--- config.mk ---
export PLATFORM = sky130hd
export DESIGN_NAME = eil_top
export DESIGN_NICKNAME = d
export VERILOG_FILES = /design/src/pkg/eil_pkg.sv /design/src/hdl/eil_pin_sync.sv /design/src/hdl/eil_apb_regs.sv /design/src/hdl/eil_top.sv
export SDC_FILE = /design/constraint.sdc
export NUM_CORES = 1
export LEC_CHECK = 0
export BUFFER_PORTS_ARGS = -buffer_cell sky130_fd_sc_hd__buf_2
export CORE_MARGIN = 2
export CORE_UTILIZATION = 36
export CTS_CLUSTER_SIZE = 20
export DETAILED_ROUTE_END_ITERATION = 8
export GPL_TIMING_DRIVEN = 0
export PLACE_DENSITY = 0.82
export SYNTH_ARGS = -nofsm -noshare
export SYNTH_HDL_FRONTEND = slang
export SYNTH_HIERARCHICAL = 1
export SYNTH_SLANG_ARGS = --single-unit
--- constraint.sdc ---
create_clock -name ref_clk -period 1.65 [get_ports ref_clk]
set_clock_uncertainty 0.2 [all_clocks]
set_input_delay 0.0825 -clock ref_clk [delete_from_list [all_inputs] [get_ports ref_clk]]
set_output_delay 0.0825 -clock ref_clk [all_outputs]
set_load 0.02 [all_outputs]
--- src/pkg/eil_pkg.sv ---
package eil_pkg;
	// register byte addresses on the apb bus
	localparam logic [11:0] EIL_OFF_STATUS_CTRL = 12'h000;
	localparam logic [11:0] EIL_OFF_CONFIG_TWO = 12'h004;
	// status and control field positions
	localparam int EIL_BIT_MODE = 0;
	localparam int EIL_BIT_MASK = 1;
	localparam int EIL_BIT_ACK = 2;
	localparam int EIL_BIT_PEND = 3;
	// config register two field positions
	localparam int EIL_BIT_FUNC_EN = 0;
	// reset values
	localparam logic EIL_RST_MODE = 1'b0;
	localparam logic EIL_RST_MASK = 1'b0;
	localparam logic EIL_RST_FUNC_EN = 1'b0;
	localparam logic EIL_RST_LATCH = 1'b0;
	localparam logic EIL_RST_PIN = 1'b1;

	typedef struct packed {
		logic [11:0] paddr;
		logic pwrite;
		logic [31:0] pwdata;
	} eil_apb_req_s;

	typedef enum logic [1:0] {
		EIL_IDLE = 2'b00,
		EIL_PENDING = 2'b01,
		EIL_HELD_LOW = 2'b11
	} eil_state_e;
endpackage

--- src/hdl/eil_pin_sync.sv ---
module eil_pin_sync
	import eil_pkg::*;
(
	// clock and reset
	input wire logic ref_clk,
	input wire logic rstn,
	input wire logic clk_en,
	// pin
	input wire logic pin_n,
	// synchronised level and edge
	output logic level,
	output logic fall_pulse
);
	logic meta_reg;
	logic sync_reg;
	logic prev_reg;

	// two stages; the first is read only by the second
	always_ff @(posedge ref_clk or negedge rstn) begin
		if (!rstn) begin
			meta_reg <= EIL_RST_PIN;
			sync_reg <= EIL_RST_PIN;
			prev_reg <= EIL_RST_PIN;
		end else if (clk_en) begin
			meta_reg <= pin_n;
			sync_reg <= meta_reg;
			prev_reg <= sync_reg;
		end
	end

	assign level = sync_reg;
	assign fall_pulse = prev_reg & ~sync_reg;
endmodule

--- src/hdl/eil_apb_regs.sv ---
module eil_apb_regs
	import eil_pkg::*;
(
	// clock and reset
	input wire logic ref_clk,
	input wire logic rstn,
	input wire logic clk_en,
	// apb slave
	input wire logic psel,
	input wire logic penable,
	input wire eil_apb_req_s req,
	output logic pready,
	output logic pslverr,
	output logic [31:0] prdata,
	// register controls
	input wire logic pending,
	output logic mode,
	output logic mask,
	output logic func_en,
	output logic sw_ack
);
	logic access;
	logic hit_sc;
	logic hit_cfg;
	logic [31:0] rd_next;

	assign access = psel & penable & clk_en;
	assign hit_sc = req.paddr == EIL_OFF_STATUS_CTRL;
	assign hit_cfg = req.paddr == EIL_OFF_CONFIG_TWO;
	assign pready = 1'b1;
	// unmapped addresses answer with an error, reads as zero
	assign pslverr = psel & penable & ~(hit_sc | hit_cfg);
	assign sw_ack = access & req.pwrite & hit_sc & req.pwdata[EIL_BIT_ACK];

	always_ff @(posedge ref_clk or negedge rstn) begin
		if (!rstn) begin
			mode <= EIL_RST_MODE;
			mask <= EIL_RST_MASK;
			func_en <= EIL_RST_FUNC_EN;
		end else if (access & req.pwrite) begin
			if (hit_sc) begin
				mode <= req.pwdata[EIL_BIT_MODE];
				mask <= req.pwdata[EIL_BIT_MASK];
			end
			if (hit_cfg)
				func_en <= req.pwdata[EIL_BIT_FUNC_EN];
		end
	end

	always_comb begin
		rd_next = 32'h0000_0000;
		if (hit_sc) begin
			rd_next[EIL_BIT_MODE] = mode;
			rd_next[EIL_BIT_MASK] = mask;
			rd_next[EIL_BIT_PEND] = pending;
			rd_next[EIL_BIT_ACK] = 1'b0;
		end else if (hit_cfg) begin
			rd_next[EIL_BIT_FUNC_EN] = func_en;
		end
	end

	// read data registered in the setup cycle, valid through the access phase
	always_ff @(posedge ref_clk or negedge rstn) begin
		if (!rstn)
			prdata <= 32'h0000_0000;
		else if (clk_en & psel & ~penable)
			prdata <= rd_next;
	end
endmodule

--- src/hdl/eil_top.sv ---
// How it works
// - config enable bit zero disables interrupt function and frees pin to port.
// - a falling edge on the pin sets the request latch.
// - vector fetch acknowledge clears the latch that caused it.
// - writing one to the ack bit clears the latch.
// - any reset clears the request latch.
// - falling edge only after reset; mode bit selects edge-plus-level.
// - mask bit set keeps the request from the priority logic.
// - mode one makes falling edge and low level both triggers.
// - level mode withdraws only after pin high and an acknowledge.
// - level mode keeps the request while the pin stays low.
// - acknowledge and pin return high may come in either order.
// - a falling edge after acknowledge sets the latch again.
// - reset clears mode bit too, dropping the request with pin low.
// - mode zero: vector fetch or software ack clears latch at once.
// - pending flag readable regardless of mask bit.
// - pin level is offered to branch-on-pin instructions.
// - mask bit one disables, zero enables, read/write, resets zero.
// - logic stays active in wait mode for wakeup.
// - logic stays active in stop mode for wakeup.
//
// Our own choices: the APB slave port and the address map.
module eil_top
	import eil_pkg::*;
(
	// clock and reset
	input wire logic ref_clk,
	input wire logic rstn,
	input wire logic clk_en,
	// apb slave
	input wire logic psel,
	input wire logic penable,
	input wire logic [11:0] paddr,
	input wire logic pwrite,
	input wire logic [31:0] pwdata,
	output logic pready,
	output logic pslverr,
	output logic [31:0] prdata,
	// external pin, active low
	input wire logic ext_int_n,
	// cpu side
	input wire logic vector_fetch,
	output logic cpu_irq_req,
	output logic pending_flag,
	output logic branch_if_pin_high,
	output logic branch_if_pin_low,
	output logic port_owns_pin,
	// low power, informational; logic ignores it
	input wire logic low_power
);
	eil_apb_req_s req;
	logic pin_level;
	logic pin_fall;
	logic mode;
	logic local_request_mask;
	logic ext_int_function_enable;
	logic sw_ack;
	logic ack;
	logic set_ev;
	logic latch_reg;
	logic latch_next;
	logic pin_low_q;
	logic request;
	logic branch_level_reg;
	eil_state_e state_reg;
	eil_state_e state_next;

	assign req = '{paddr: paddr, pwrite: pwrite, pwdata: pwdata};

	eil_pin_sync u_sync (
		.ref_clk(ref_clk),
		.rstn(rstn),
		.clk_en(clk_en),
		.pin_n(ext_int_n),
		.level(pin_level),
		.fall_pulse(pin_fall)
	);

	eil_apb_regs u_regs (
		.ref_clk(ref_clk),
		.rstn(rstn),
		.clk_en(clk_en),
		.psel(psel),
		.penable(penable),
		.req(req),
		.pready(pready),
		.pslverr(pslverr),
		.prdata(prdata),
		.pending(request),
		.mode(mode),
		.mask(local_request_mask),
		.func_en(ext_int_function_enable),
		.sw_ack(sw_ack)
	);

	// vector fetch only acknowledges while this source is the one asking
	assign ack = sw_ack | (vector_fetch & cpu_irq_req);
	assign set_ev = ext_int_function_enable & pin_fall;
	assign pin_low_q = ext_int_function_enable & mode & ~pin_level;

	// set wins over ack so an edge in the ack cycle is kept
	always_comb begin
		latch_next = latch_reg;
		if (ack)
			latch_next = 1'b0;
		if (set_ev)
			latch_next = 1'b1;
		if (!ext_int_function_enable)
			latch_next = 1'b0;
	end

	always_ff @(posedge ref_clk or negedge rstn) begin
		if (!rstn)
			latch_reg <= EIL_RST_LATCH;
		else if (clk_en)
			latch_reg <= latch_next;
	end

	// in level mode, request drops only once latch is cleared and pin is back high, any order
	// keyed on any non-idle state so the request does not dip in the ack cycle
	assign request = latch_reg | (pin_low_q & (state_reg != EIL_IDLE));

	// tracks a level request whose latch was acknowledged while pin stays low
	always_comb begin
		state_next = state_reg;
		case (state_reg)
			EIL_IDLE: begin
				if (latch_reg)
					state_next = EIL_PENDING;
			end
			EIL_PENDING: begin
				if (!latch_reg && pin_low_q)
					state_next = EIL_HELD_LOW;
				else if (!latch_reg)
					state_next = EIL_IDLE;
			end
			EIL_HELD_LOW: begin
				if (latch_reg)
					state_next = EIL_PENDING;
				else if (!pin_low_q)
					state_next = EIL_IDLE;
			end
			default: state_next = EIL_IDLE;
		endcase
	end

	always_ff @(posedge ref_clk or negedge rstn) begin
		if (!rstn)
			state_reg <= EIL_IDLE;
		else if (clk_en)
			state_reg <= state_next;
	end

	// no clock gating by low_power: wakeup needs the request path alive
	always_ff @(posedge ref_clk or negedge rstn) begin
		if (!rstn)
			cpu_irq_req <= 1'b0;
		else if (clk_en)
			cpu_irq_req <= request & ~local_request_mask;
	end

	always_ff @(posedge ref_clk or negedge rstn) begin
		if (!rstn)
			branch_level_reg <= EIL_RST_PIN;
		else if (clk_en)
			branch_level_reg <= pin_level;
	end

	assign pending_flag = request;
	assign branch_if_pin_high = branch_level_reg;
	assign branch_if_pin_low = ~branch_level_reg;
	assign port_owns_pin = ~ext_int_function_enable;
endmodule

* After elaboration in Yosys (flattened, before gate mapping)
Index checks and enable logic that the tools add are counted.
** Storage, ports and cells
- Bits in registers :: 14
- Logic and storage cells :: 62
** Operators by class
- Eq/ne operators :: 7
- Muxes and demuxes :: 12
- Reduce and logical (&&, ||, !) cells :: 9
- Bitwise operators :: 24
** Operators with widths (number)
- AND 1 bit :: 15
- equality test 12 x 3 -> 1 bit, second input constant :: 1
- logical NOT 12 bit :: 1
- two-way mux 2 bit :: 5
- inequality test 3 bit, second input constant :: 3
- NOT 1 bit :: 6
- one-hot mux 2 bit (3 select lines) :: 1
- AND reduction 2 bit :: 3
- two-way mux 1 bit :: 5
- AND reduction 4 bit :: 1
- two-way mux 3 bit :: 1
- OR 1 bit :: 3
- equality test 2 x 1 -> 1 bit, second input constant :: 1
- equality test 2 bit, second input constant :: 1
- logical NOT 2 bit :: 1
- inequality test 2 bit, second input constant :: 1
- nonzero test 2 bit :: 1
- logical AND 1 bit :: 1
- logical NOT 1 bit :: 1

* Logic depth before layout (Yosys ltp)
Gate-level depths: netlist (run 1).
- Depth after elaboration :: 9
- Depth in mapped cells :: 5
- Mapped depth without buffers :: 5

* By module
The synthesis (run 1) kept the hierarchy.
** By module, submodules not included
- eil_apb_regs :: instances 1, area each 583.1 um^2, cells each 62
- eil_top :: instances 1, area each 246.5 um^2, cells each 25
- eil_pin_sync :: instances 1, area each 118.9 um^2, cells each 7

* Least setup slack after synthesis (run 1)
No wires, ideal clock.
- Kind :: input to register
- Start point :: input paddr[1]
- End point :: register latch_reg
- Setup time :: 0.128 ns
- Path buffers :: 0
- Arrival :: 1.458 ns
- Data required time :: 1.322 ns
- Setup slack :: -0.137 ns
- Stages on the path :: 5
- Cell sequence :: or4_4 > or3_4 > nor4b_2 > a2111o_1 > o211ai_2
** Between the ends
- Word-level cells in the longest chain between the ends :: 6
** Ends and longest elaborated chain
- from (decl) :: line eil_top.sv:33 : input wire logic [11:0] paddr,
- logical NOT 12 bit :: line eil_apb_regs.sv:28 : assign hit_sc = req.paddr == EIL_OFF_STATUS_CTRL;
- AND 1 bit (2 in a row) :: line eil_apb_regs.sv:33 : assign sw_ack = access & req.pwrite & hit_sc & req.pwdata[EIL_BIT_ACK];
- named net sw_ack :: line eil_top.sv:57 : logic sw_ack;
- OR 1 bit :: line eil_top.sv:97 : assign ack = sw_ack | (vector_fetch & cpu_irq_req);
- inequality test 3 bit (no source line)
- AND reduction 2 bit (no source line)
- to (signal assigned) :: line eil_top.sv:116 : latch_reg <= latch_next;
- to (decl) :: line eil_top.sv:60 : logic latch_reg;
The timed path passes the listed nets, and every way through them passes these cells.
A chain may end at the register's enable or synchronous reset.

* Worst setup path in the final report (run 1)
- Start point :: input paddr[4]
- End point :: output pslverr
** Between the ends
- Word-level cells in the longest chain between the ends :: 4
- Elaborated cells on any way between the ends :: 5
- Those cells by class :: 1 x eq/ne; 3 x bitwise; 1 x reduce/logical
** Ends and longest elaborated chain
- equality test 12 x 3 -> 1 bit / logical NOT 12 bit (equally long branches) :: line eil_apb_regs.sv:29, eil_apb_regs.sv:28
- OR 1 bit (*) :: line eil_apb_regs.sv:32 : assign pslverr = psel & penable & ~(hit_sc | hit_cfg);
- NOT 1 bit (*) :: line eil_apb_regs.sv:32
- AND 1 bit (*) :: line eil_apb_regs.sv:32
- to (decl) :: line eil_top.sv:37 : output logic pslverr,
Every way passes the cells marked *; elsewhere a longest branch is shown, timed or not.

==> results of run 1 <==
==> cells in the mapped netlist, types with 2 or more instances <==
| cell type | n |
|---|---|
| a31oi_1 | 2 |
| buf_4 | 30 |
| conb_1 | 2 |
| dfrtp_1 | 10 |
| dfstp_2 | 4 |
| inv_1 | 7 |
| mux2_2 | 6 |
| nand2_1 | 4 |
| nand3_1 | 2 |
| nand3b_1 | 2 |
| nor2b_1 | 2 |
| o41ai_1 | 2 |
| or4_4 | 2 |
==> power breakdown <==
group	leakage, nW	switching [W]	internal, W
registers	0.182	0.00000911	0.000368
clock network	0.0210	0.000112	0.000135
logic	0.540	0.000124	0.000111
==> layout make-up <==
type	instances	area share, %
timing repair buffer	42	19.2
tap	30	2.66
clock buffer	4	2.58
buffer	31	16.3
multi-input combinational	70	32.1
sequential	14	25.2
inverter	7	1.87
==> final timing paths <==
check	from	end	slack, ns	cells past startpoint
setup / recovery	paddr[4]	pslverr	-0.05	5
hold / removal	rstn	u_regs/mode	0.008	2
setup reg to reg	u_sync/level	u_regs/prdata[3]	0.15	4
hold reg to reg	u_regs/prdata[0]	u_regs/prdata[0]	0.29	2
max in group asynchronous	rstn	u_sync/level	0.96	2
min in group ref_clk	paddr[2]	u_regs/prdata[0]	0.01	3
==> layout by cell type (no fill, tap or decap), drive strengths merged, types with 2 or more instances in the layout <==
cell | Yosys | layout
buf | 31 | 65
conb | 2 | 30
dfrtp | 10 | 10
dlygate4sd3 | 0 | 8
inv | 7 | 7
mux2 | 6 | 6
nand2 | 4 | 4
dfstp | 4 | 4
clkbuf | 0 | 4
or4 | 3 | 3
nand3b | 2 | 2
nor2b | 2 | 2
a31oi | 2 | 2
nand3 | 2 | 2
o21ai | 2 | 2
or3 | 2 | 2
o41ai | 2 | 2
nor4 | 2 | 2
==> cells by family after synthesis <==
| kind of cell | count (synthesis) | share of synthesized area, % |
|---|---|---|
| buffers and inverters | 38 | 27.0 |
| and+or+nand+nor | 22 | 17.0 |
| DFF | 14 | 37.5 |
| AOI/OAI and AO/OA | 11 | 9.50 |
| muxes | 7 | 8.18 |
| other | 2 | 0.792 |
==> stage by stage <==
stage / cell area [µm²] / instances
after floorplan: 1050 / 122
after global placement: 1250 / 183
after detailed placement: 1250 / 183
after CTS: 1400 / 198
after global routing: 1410 / 198
final: 1410 / 198
==> routing by layer <==
| metal | part of all wire [%] | wire (µm) | vias up |
|---|---|---|---|
| li1 | - | - | 414 |
| met5 | 0 | 0 | - |
| met4 | 2.2 | 46 | 0 |
| met3 | 11 | 219 | 4 |
| met2 | 53 | 1080 | 58 |
| met1 | 34 | 704 | 382 |
==> what timing repair did <==
item	in CTS	in global routing
hold buffers	8	0
hold endpoints to repair	23	0
cloned	0	0
gates resized for setup	4	1
pin swaps	3	0
buffers inserted	3	0
setup endpoints to repair	2	3
==> results.cfg, run 1 <==
[run_status]
status = finished with violations
violations = setup timing

[detailed_routing]
post_drt_wl_per_cell_um = 10.3
vias = 858
drcViolationCount = 0
viasPerCell = 4.33
drt-total-wl_um = 2050
drt_iter0_drc = 6
drt_pass1_iterations = 4
final_antenna_net_count = 0

[synthesis]
yosysSeqAreaShare_pct = 37.5
synthesis.instances = 94
ys.flop_type = dfrtp_1
yosys-top-cells-area = dfrtp_1 26%, buf_4 24%, dfstp_2 11%
synth_cell_types = 32
synth-edff-count = 0
avgSynthCellArea_um2 = 10.1
synthArstFlopShare_pct = 100
ys_warn_count = 6
ys_seq_elements = 14
synth_top_area_cell = dfrtp_1
synth_area_um2 = 948
yosysTopAreaCellShare_pct = 26.4

[floorplanning]
core_area_um2 = 2480
io_pins = 92
die_w_um = 55.3
start_util_pct = 38.3
die-area_um2 = 3060
rows = 18
die_y_um = 55.3

[setup_path]
worst-path-buf-inv = 2
crit_arrival_ns = 1.42
critPathMaxFanout = 4
max_stage_delay_ns = 0.53
crit_type = primary input to output pin
slowest_stage = or4_4
setup.worst_path.end_class = output pin
timing.critical_path.cells = buf_6 -> or4_4 -> or3_4 -> and3_4 -> buf_6
path_delay_family = simple AND/OR/NAND/NOR gates
path_common_cell = buf_6
worstSetupStartpointType = primary input
required_ns = 1.37

[sta]
fin_crit_ns = 1.70
final-hold-violation-count = 0
maxSlewViolCount = 0
setup_viol = 2
max_freq_mhz = 588
fin_crit_sh_pct = 103
setup_tns_ns = -0.0552
whs_ns = 0.00815
rsz0062_at_grt = true
setup_ws_ns = -0.0502

[placed_design]
dpl_worst_slack_ns = -0.315
port_buffers = 31
dp_hpwl_um = 1570
gp_congestion = 0.709

[clock_network]
cts_buffers = 3
cts_tree = done
cts_max_level = 1
clk_pin_slew_worst_paths_ns = 0.08
insertion_delay_ns = 0.28
cts_root_buffer = clkbuf_4
cts_buffer_depth = 2
clkSinkCount = 14

[grt]
grt_max_degree = 15
grt_overflow = 0
met2_usage_pct = 26.9
grt_usage_pct = 14.1
grt_pass1_vias = 773
grt_util_met1_pct = 13.3
grt_pass1_wl_um = 3440
antenna_found_initial = 0
grt_use_met3_pct = 3.75
top_usage_layer = met2

[final_layout]
final_nets = 222
area.sequential_um2 = 355
multi_input_area_um2 = 453
insertedDiodeCount = 0
syn_to_final_growth_pct = 48.5
drive_gt1_share_pct = 53.0
post-route-util_pct = 56.9
fill_cells = 209
largest_register_ffs = 3

[hold_path]
hold_class = primary input to async pin

[power]
vdd_ir_drop_max_uv = 728
power-per-cell-area_nw_per_um2 = 610
p_leak_nw = 0.743
power_w = 0.000859

[flow_run]
maxCapViolations = 0
Note: power is estimated with default switching activity, not from simulation.
==> inputs of run 2 (changes only) <==
--- a/config.mk
+++ b/config.mk
@@ -8,6 +8,7 @@
 export BUFFER_PORTS_ARGS = -buffer_cell sky130_fd_sc_hd__buf_2
 export CORE_MARGIN = 2
 export CORE_UTILIZATION = 36
+export CTS_BUF_LIST = sky130_fd_sc_hd__clkbuf_16
 export CTS_CLUSTER_SIZE = 20
 export DETAILED_ROUTE_END_ITERATION = 8
 export GPL_TIMING_DRIVEN = 0
==> run 2 against run 1 <==
Net effect: worst setup slack worse by 0.017 ns; the flow still finishes with violations (setup timing); combinational power is 5% higher; clock-buffer cell count is 1 lower; design area is 6.6% higher; register-to-register slack worse by 0.06 ns; final cell count is 0.51% higher; critical path type is now primary input to register; routed wire length is 28% higher; largest power group is now the clock network; first-iteration DRC count grew to 3.2 times the previous value; maximum frequency is 1.0% lower; critical endpoint is now latch_reg; power is 26% higher; die area stayed put; critical path depth is 1 higher.
==> results.cfg, run 2 (synthesis gave the netlist of run 1 again) <==
[power]
vdd_ir_drop_max_uv = 779
power-per-cell-area_nw_per_um2 = 722
p_leak_nw = 0.823

[placed_design]
port_buffers = 31
dpl_worst_slack_ns = -0.315
gp_congestion = 0.709
dp_hpwl_um = 1570

[clock_network]
cts_max_level = 1
clkSinkCount = 14
cts_buffers = 3
cts_root_buffer = clkbuf_16
clk_pin_slew_worst_paths_ns = 0.05
cts_buffer_depth = 2
insertion_delay_ns = 0.24
cts_tree = done

[floorplanning]
die_y_um = 55.3
rows = 18
start_util_pct = 38.3
die_w_um = 55.3
core_area_um2 = 2480
io_pins = 92
die-area_um2 = 3060

[final_layout]
drive_gt1_share_pct = 53.3
fill_cells = 199
final_common_cell = buf_4
final_nets = 223
insertedDiodeCount = 0
largest_register_ffs = 3
final_cell_mix = 34 x buf_4, 30 x conb_1, 29 x buf_2
syn_to_final_growth_pct = 58.3

[detailed_routing]
drt_iter0_drc = 19
vias = 906
drt-total-wl_um = 2610
drcViolationCount = 0
post_drt_wl_per_cell_um = 13.1
drt_pass1_iterations = 4
final_antenna_net_count = 0
viasPerCell = 4.55

[setup_path]
crit_arrival_ns = 1.64
path_delay_family = simple AND/OR/NAND/NOR gates
worstReg2RegStart = u_sync/level
cp-startpoint = paddr[3]
worst-path-buf-inv = 1
critPathMaxFanout = 4
setup.worst_path.end_class = register
required_ns = 1.57
worstSetupStartpointType = primary input
slowest_stage = or4_4
max_stage_delay_ns = 0.52
crit_type = primary input to register
timing.critical_path.cells = buf_6 -> or4_4 -> or3_4 -> nor4b_4 -> a2111o_1 -> o211ai_2

[grt]
grt_util_met1_pct = 14.4
grt_pass1_wl_um = 3860
grt_max_degree = 15
met2_usage_pct = 31.6
grt_use_met3_pct = 3.28
top_usage_layer = met2
antenna_found_initial = 0
grt_usage_pct = 16.0
grt_overflow = 0
grt_pass1_vias = 836

[sta]
setup_tns_ns = -0.167
fin_crit_sh_pct = 104
fin_crit_ns = 1.72
final-hold-violation-count = 0
max_freq_mhz = 582
rsz0062_at_grt = true
setup_viol = 4
maxSlewViolCount = 0
setup_ws_ns = -0.0677

[run_status]
status = finished with violations
violations = setup timing

[hold_path]
min_from = paddr[2]
hold_class = primary input to register

[flow_run]
maxCapViolations = 0
run 2: worst paths after layout:
path | endpoint | slack (ns) | cells after the start
worst max-delay path | latch_reg | -0.07 | 6
min in group asynchronous | state_reg[0] | 0.09 | 2
worst min-delay path | u_regs/prdata[0] | 0.08 | 3
worst min register to register | u_regs/prdata[1] | 0.30 | 2
worst max register to register | u_regs/prdata[3] | 0.09 | 4
max in group asynchronous | u_sync/level | 0.88 | 2
run 2: area by class of cell:
class	count	area, µm²	area share [%]
plain buffers	31	230	15.3
clock inverters	1	3.75	0.250
well taps	30	37.5	2.50
flip-flops and latches	14	355	23.7
clock buffers	3	75.1	5.00
inverters	7	26.3	1.75
repair buffers	43	284	18.9
multi-input cells	70	489	32.6
run 2: tightest hold or removal path, cell delays in order:
cell	delay, ns
buf_2	0.15
mux2i_1	0.17
o31ai_1	0.08
run 2: timing repair:
action	in CTS	in global routing
setup buffers	3	1
pin swaps	3	2
hold endpoints to repair	23	0
endpoints found under the setup margin	2	6
hold buffers	8	0
resized for setup	6	4
cloned	0	0
run 2: metal layers:
layer	vias up	part of all wire [%]	wire length, µm
met5	-	0	0
met4	0	2.9	75
met3	8	9.5	249
met2	72	53	1390
met1	409	34	899
li1	417	-	-
run 2: report_power, final:
group | switching, W | leakage [nW] | internal [W]
combinational | 0.000133 | 0.602 | 0.000114
sequential | 0.0000134 | 0.182 | 0.000371
clock | 0.000134 | 0.0385 | 0.000320
total | 0.000280 | 0.823 | 0.000804
run 2: through the flow:
stage / cells / hold slack [ns] / util (%) / total power (W) / cell area [µm²]
6_report: 199 / 0.0841 / 60.6 / 0.00108 / 1500
5_1_grt: 199 / 0.111 / 60.6 / 0.00112 / 1500
4_1_cts: 198 / 0.0650 / 58.9 / 0.00107 / 1460
3_5_place_dp: 183 / -0.213 / 50.3 / 0.000594 / 1250
3_3_place_gp: 183 / -0.220 / 50.3 / 0.000588 / 1250
2_1_floorplan: 122 / -0.413 / - / 0.000540 / 1050
==> inputs of run 3 (changes only) <==
--- a/config.mk
+++ b/config.mk
@@ -5,14 +5,15 @@
 export SDC_FILE = /design/constraint.sdc
 export NUM_CORES = 1
 export LEC_CHECK = 0
+export ABC_AREA = 1
 export BUFFER_PORTS_ARGS = -buffer_cell sky130_fd_sc_hd__buf_2
 export CORE_MARGIN = 2
-export CORE_UTILIZATION = 36
+export CORE_UTILIZATION = 41
 export CTS_BUF_LIST = sky130_fd_sc_hd__clkbuf_16
 export CTS_CLUSTER_SIZE = 20
 export DETAILED_ROUTE_END_ITERATION = 8
 export GPL_TIMING_DRIVEN = 0
-export PLACE_DENSITY = 0.82
+export PLACE_DENSITY = 0.88
 export SYNTH_ARGS = -nofsm -noshare
 export SYNTH_HDL_FRONTEND = slang
 export SYNTH_HIERARCHICAL = 1
==> constraint.sdc (replaced) <==
create_clock -name ref_clk -period 2.1 [get_ports ref_clk]
set_clock_uncertainty 0.2 [all_clocks]
set_input_delay 0.105 -clock ref_clk [delete_from_list [all_inputs] [get_ports ref_clk]]
set_output_delay 0.105 -clock ref_clk [all_outputs]
set_load 0.02 [all_outputs]
==> run 3 against run 2 <==
Net effect: the run now ends clean; largest cell class is now multi-input gates; highest routed layer unchanged; combinational power increased by 8%; worst setup slack improved by 0.46 ns; utilization increased by 0.91 points; sequential power decreased by 15%; clock-buffer cell count unchanged; via count increased by 11%; synthesized area increased by 11%.
==> results.cfg, run 3 <==
[setup_path]
crit_arrival_ns = 1.40
required_ns = 1.79
worstReg2RegStart = u_sync/level
timing.critical_path.cells = nor2_1 -> o21ai_0 -> inv_1 -> buf_2
cp-startpoint = u_sync/level
crit_type = register to output pin
slowest_stage = dfstp_2
endpoint = pending_flag
rr_endpoint = u_regs/prdata[3]
worst-path-buf-inv = 2
path_delay_family = flip-flops
reg2reg_slack_ns = 0.64
critPathMaxFanout = 6
reg2regPathDepth = 5
setup.worst_path.end_class = output pin
worstSetupStartpointType = register
path_depth = 4
max_stage_delay_ns = 0.58

[power]
pwr-share-clk_pct = 37.7
vdd_ir_drop_max_uv = 401
internal_power_w = 0.000658
switching_share_pct = 30.7
p_leak_nw = 0.879
p_sw_w = 0.000292
power_frac_seq_pct = 34.3
combinationalPowerShare_pct = 28.0
power-per-cell-area_nw_per_um2 = 629

[sta]
maxSlewViolCount = 0
setup_tns_ns = 0
final-hold-violation-count = 0
fin_crit_sh_pct = 81.4
setup_viol = 0
fin_crit_ns = 1.71
max_freq_mhz = 585
rsz0062_at_grt = false
whs_ns = 0.0223

[clock_network]
clk_pin_slew_worst_paths_ns = 0.05
cts_buffer_depth = 2
clkSinkCount = 14
cts_max_level = 1
postCtsSetupBuffers = 0
insertion_delay_ns = 0.24
cts_buffers = 3
cts_root_buffer = clkbuf_16
cts_tree = done

[floorplanning]
die_y_um = 54.7
io_pins = 92
die-area_um2 = 2990
rows = 18
start_util_pct = 42.9
core_area_um2 = 2450
die_w_um = 54.7

[placed_design]
port_buffers = 31
gp_congestion = 0.792
dp_hpwl_um = 1610

[detailed_routing]
drt_pass1_iterations = 4
final_antenna_net_count = 0
drt_iter0_drc = 31
vias = 1006
drcViolationCount = 0
viasPerCell = 4.04
post_drt_wl_per_cell_um = 8.63
drt-total-wl_um = 2150

[synthesis]
synth-edff-count = 0
synth_cell_types = 19
synthArstFlopShare_pct = 100
synth_area_um2 = 1050
ys_seq_elements = 14
ys_warn_count = 6
synthesis.instances = 148
synthTopCellsByCount = 38 x nand2_1, 30 x buf_4, 17 x inv_1
yosysSeqAreaShare_pct = 33.7
yosys-top-cells-area = dfrtp_1 24%, buf_4 21%, nand2_1 14%
synth_top_area_cell = dfrtp_1
yosysTopAreaCellShare_pct = 23.8
ys.flop_type = dfrtp_1
yosysMostFrequentCell = nand2_1
avgSynthCellArea_um2 = 7.12

[hold_path]
hold_class = primary input to register

[grt]
grt_max_degree = 15
grt_pass1_vias = 844
grt_overflow = 0
grt_usage_pct = 16.4
grt_pass1_wl_um = 3430
antenna_found_initial = 0

[final_layout]
fill_cells = 231
syn_to_final_growth_pct = 43.3
final_cell_mix = 38 x nand2_1, 31 x buf_2, 30 x buf_4, 30 x conb_1, 17 x inv_1
drive_gt1_share_pct = 37.4
final_common_cell = nand2_1
final_nets = 273
largest_register_ffs = 3
insertedDiodeCount = 0

[run_status]
status = finished, final reports clean

[flow_run]
maxCapViolations = 0
-- run 3: layer usage --
layer | up-vias | GRT usage (%) | part of all wire [%]
met5 | - | 0 | 0
met4 | 0 | 10.8 | 2.9
met3 | 6 | 3.55 | 5.8
met2 | 34 | 28.0 | 53
met1 | 433 | 17.9 | 39
li1 | 533 | - | -
-- run 3: cell type report --
class                           instances  area [µm²]  area share [%]
Timing Repair Buffer                   39         235            15.6
Multi-Input combinational cell        113         507            33.6
Buffer                                 30         225            14.9
Clock buffer                            3        75.1            4.97
Inverter                               19        71.3            4.72
Tap cell                               30        37.5            2.49
Sequential cell                        14         355            23.5
Clock inverter                          1        3.75           0.249
-- run 3: power by group through the flow --
stage	clock (W)	combinational (W)	sequential, W
finish	0.000358	0.000266	0.000326
global route	0.000376	0.000306	0.000330
CTS	0.000363	0.000264	0.000326
detailed placement	0	0.000250	0.000329
global placement	0	0.000246	0.000327
floorplan	0	0.000196	0.000327
-- run 3: how the worst min path moves through the flow --
stage,startpoint,end,depth (start not counted)
2_1_floorplan,rstn,cpu_irq_req,0
5_1_grt,psel,u_regs/prdata[0],5
4_1_cts,psel,u_regs/prdata[0],5
3_5_place_dp,rstn,state_reg[0],1
3_3_place_gp,rstn,state_reg[1],1
6_report,psel,u_regs/prdata[0],5
-- run 3: cells by family after synthesis --
family | count (synthesis) | synth area share, %
AND/OR/NAND/NOR | 70 | 31.1
other | 2 | 0.713
buffers and inverters | 49 | 28.1
AO/OA/AOI/OAI | 13 | 6.29
flip-flops | 14 | 33.7
-- run 3: what timing repair did --
item	4_1_cts	5_1_grt
hold buffers	8	0
gates resized for setup	0	0
endpoints found under the hold margin	24	0
-- run 3: worst reg2reg max path: stages (launching register included) --
cell     delay (ns)
dfstp_2        0.58
nor2_1         0.08
o21ai_0        0.23
inv_1          0.10
nand2_1        0.08
o21ai_1        0.07
-- run 3: through the flow --
step,std cells,power [W],setup WS [ns],instance area (µm²),utilization [%]
finish,249,0.000949,0.391,1510,61.5
CTS,249,0.000953,0.392,1510,61.5
detailed placement,237,0.000579,0.653,1350,55.0
global route,249,0.00101,0.287,1510,61.5
global placement,237,0.000573,0.690,1350,55.0
floorplan,176,0.000523,0.685,1160,-
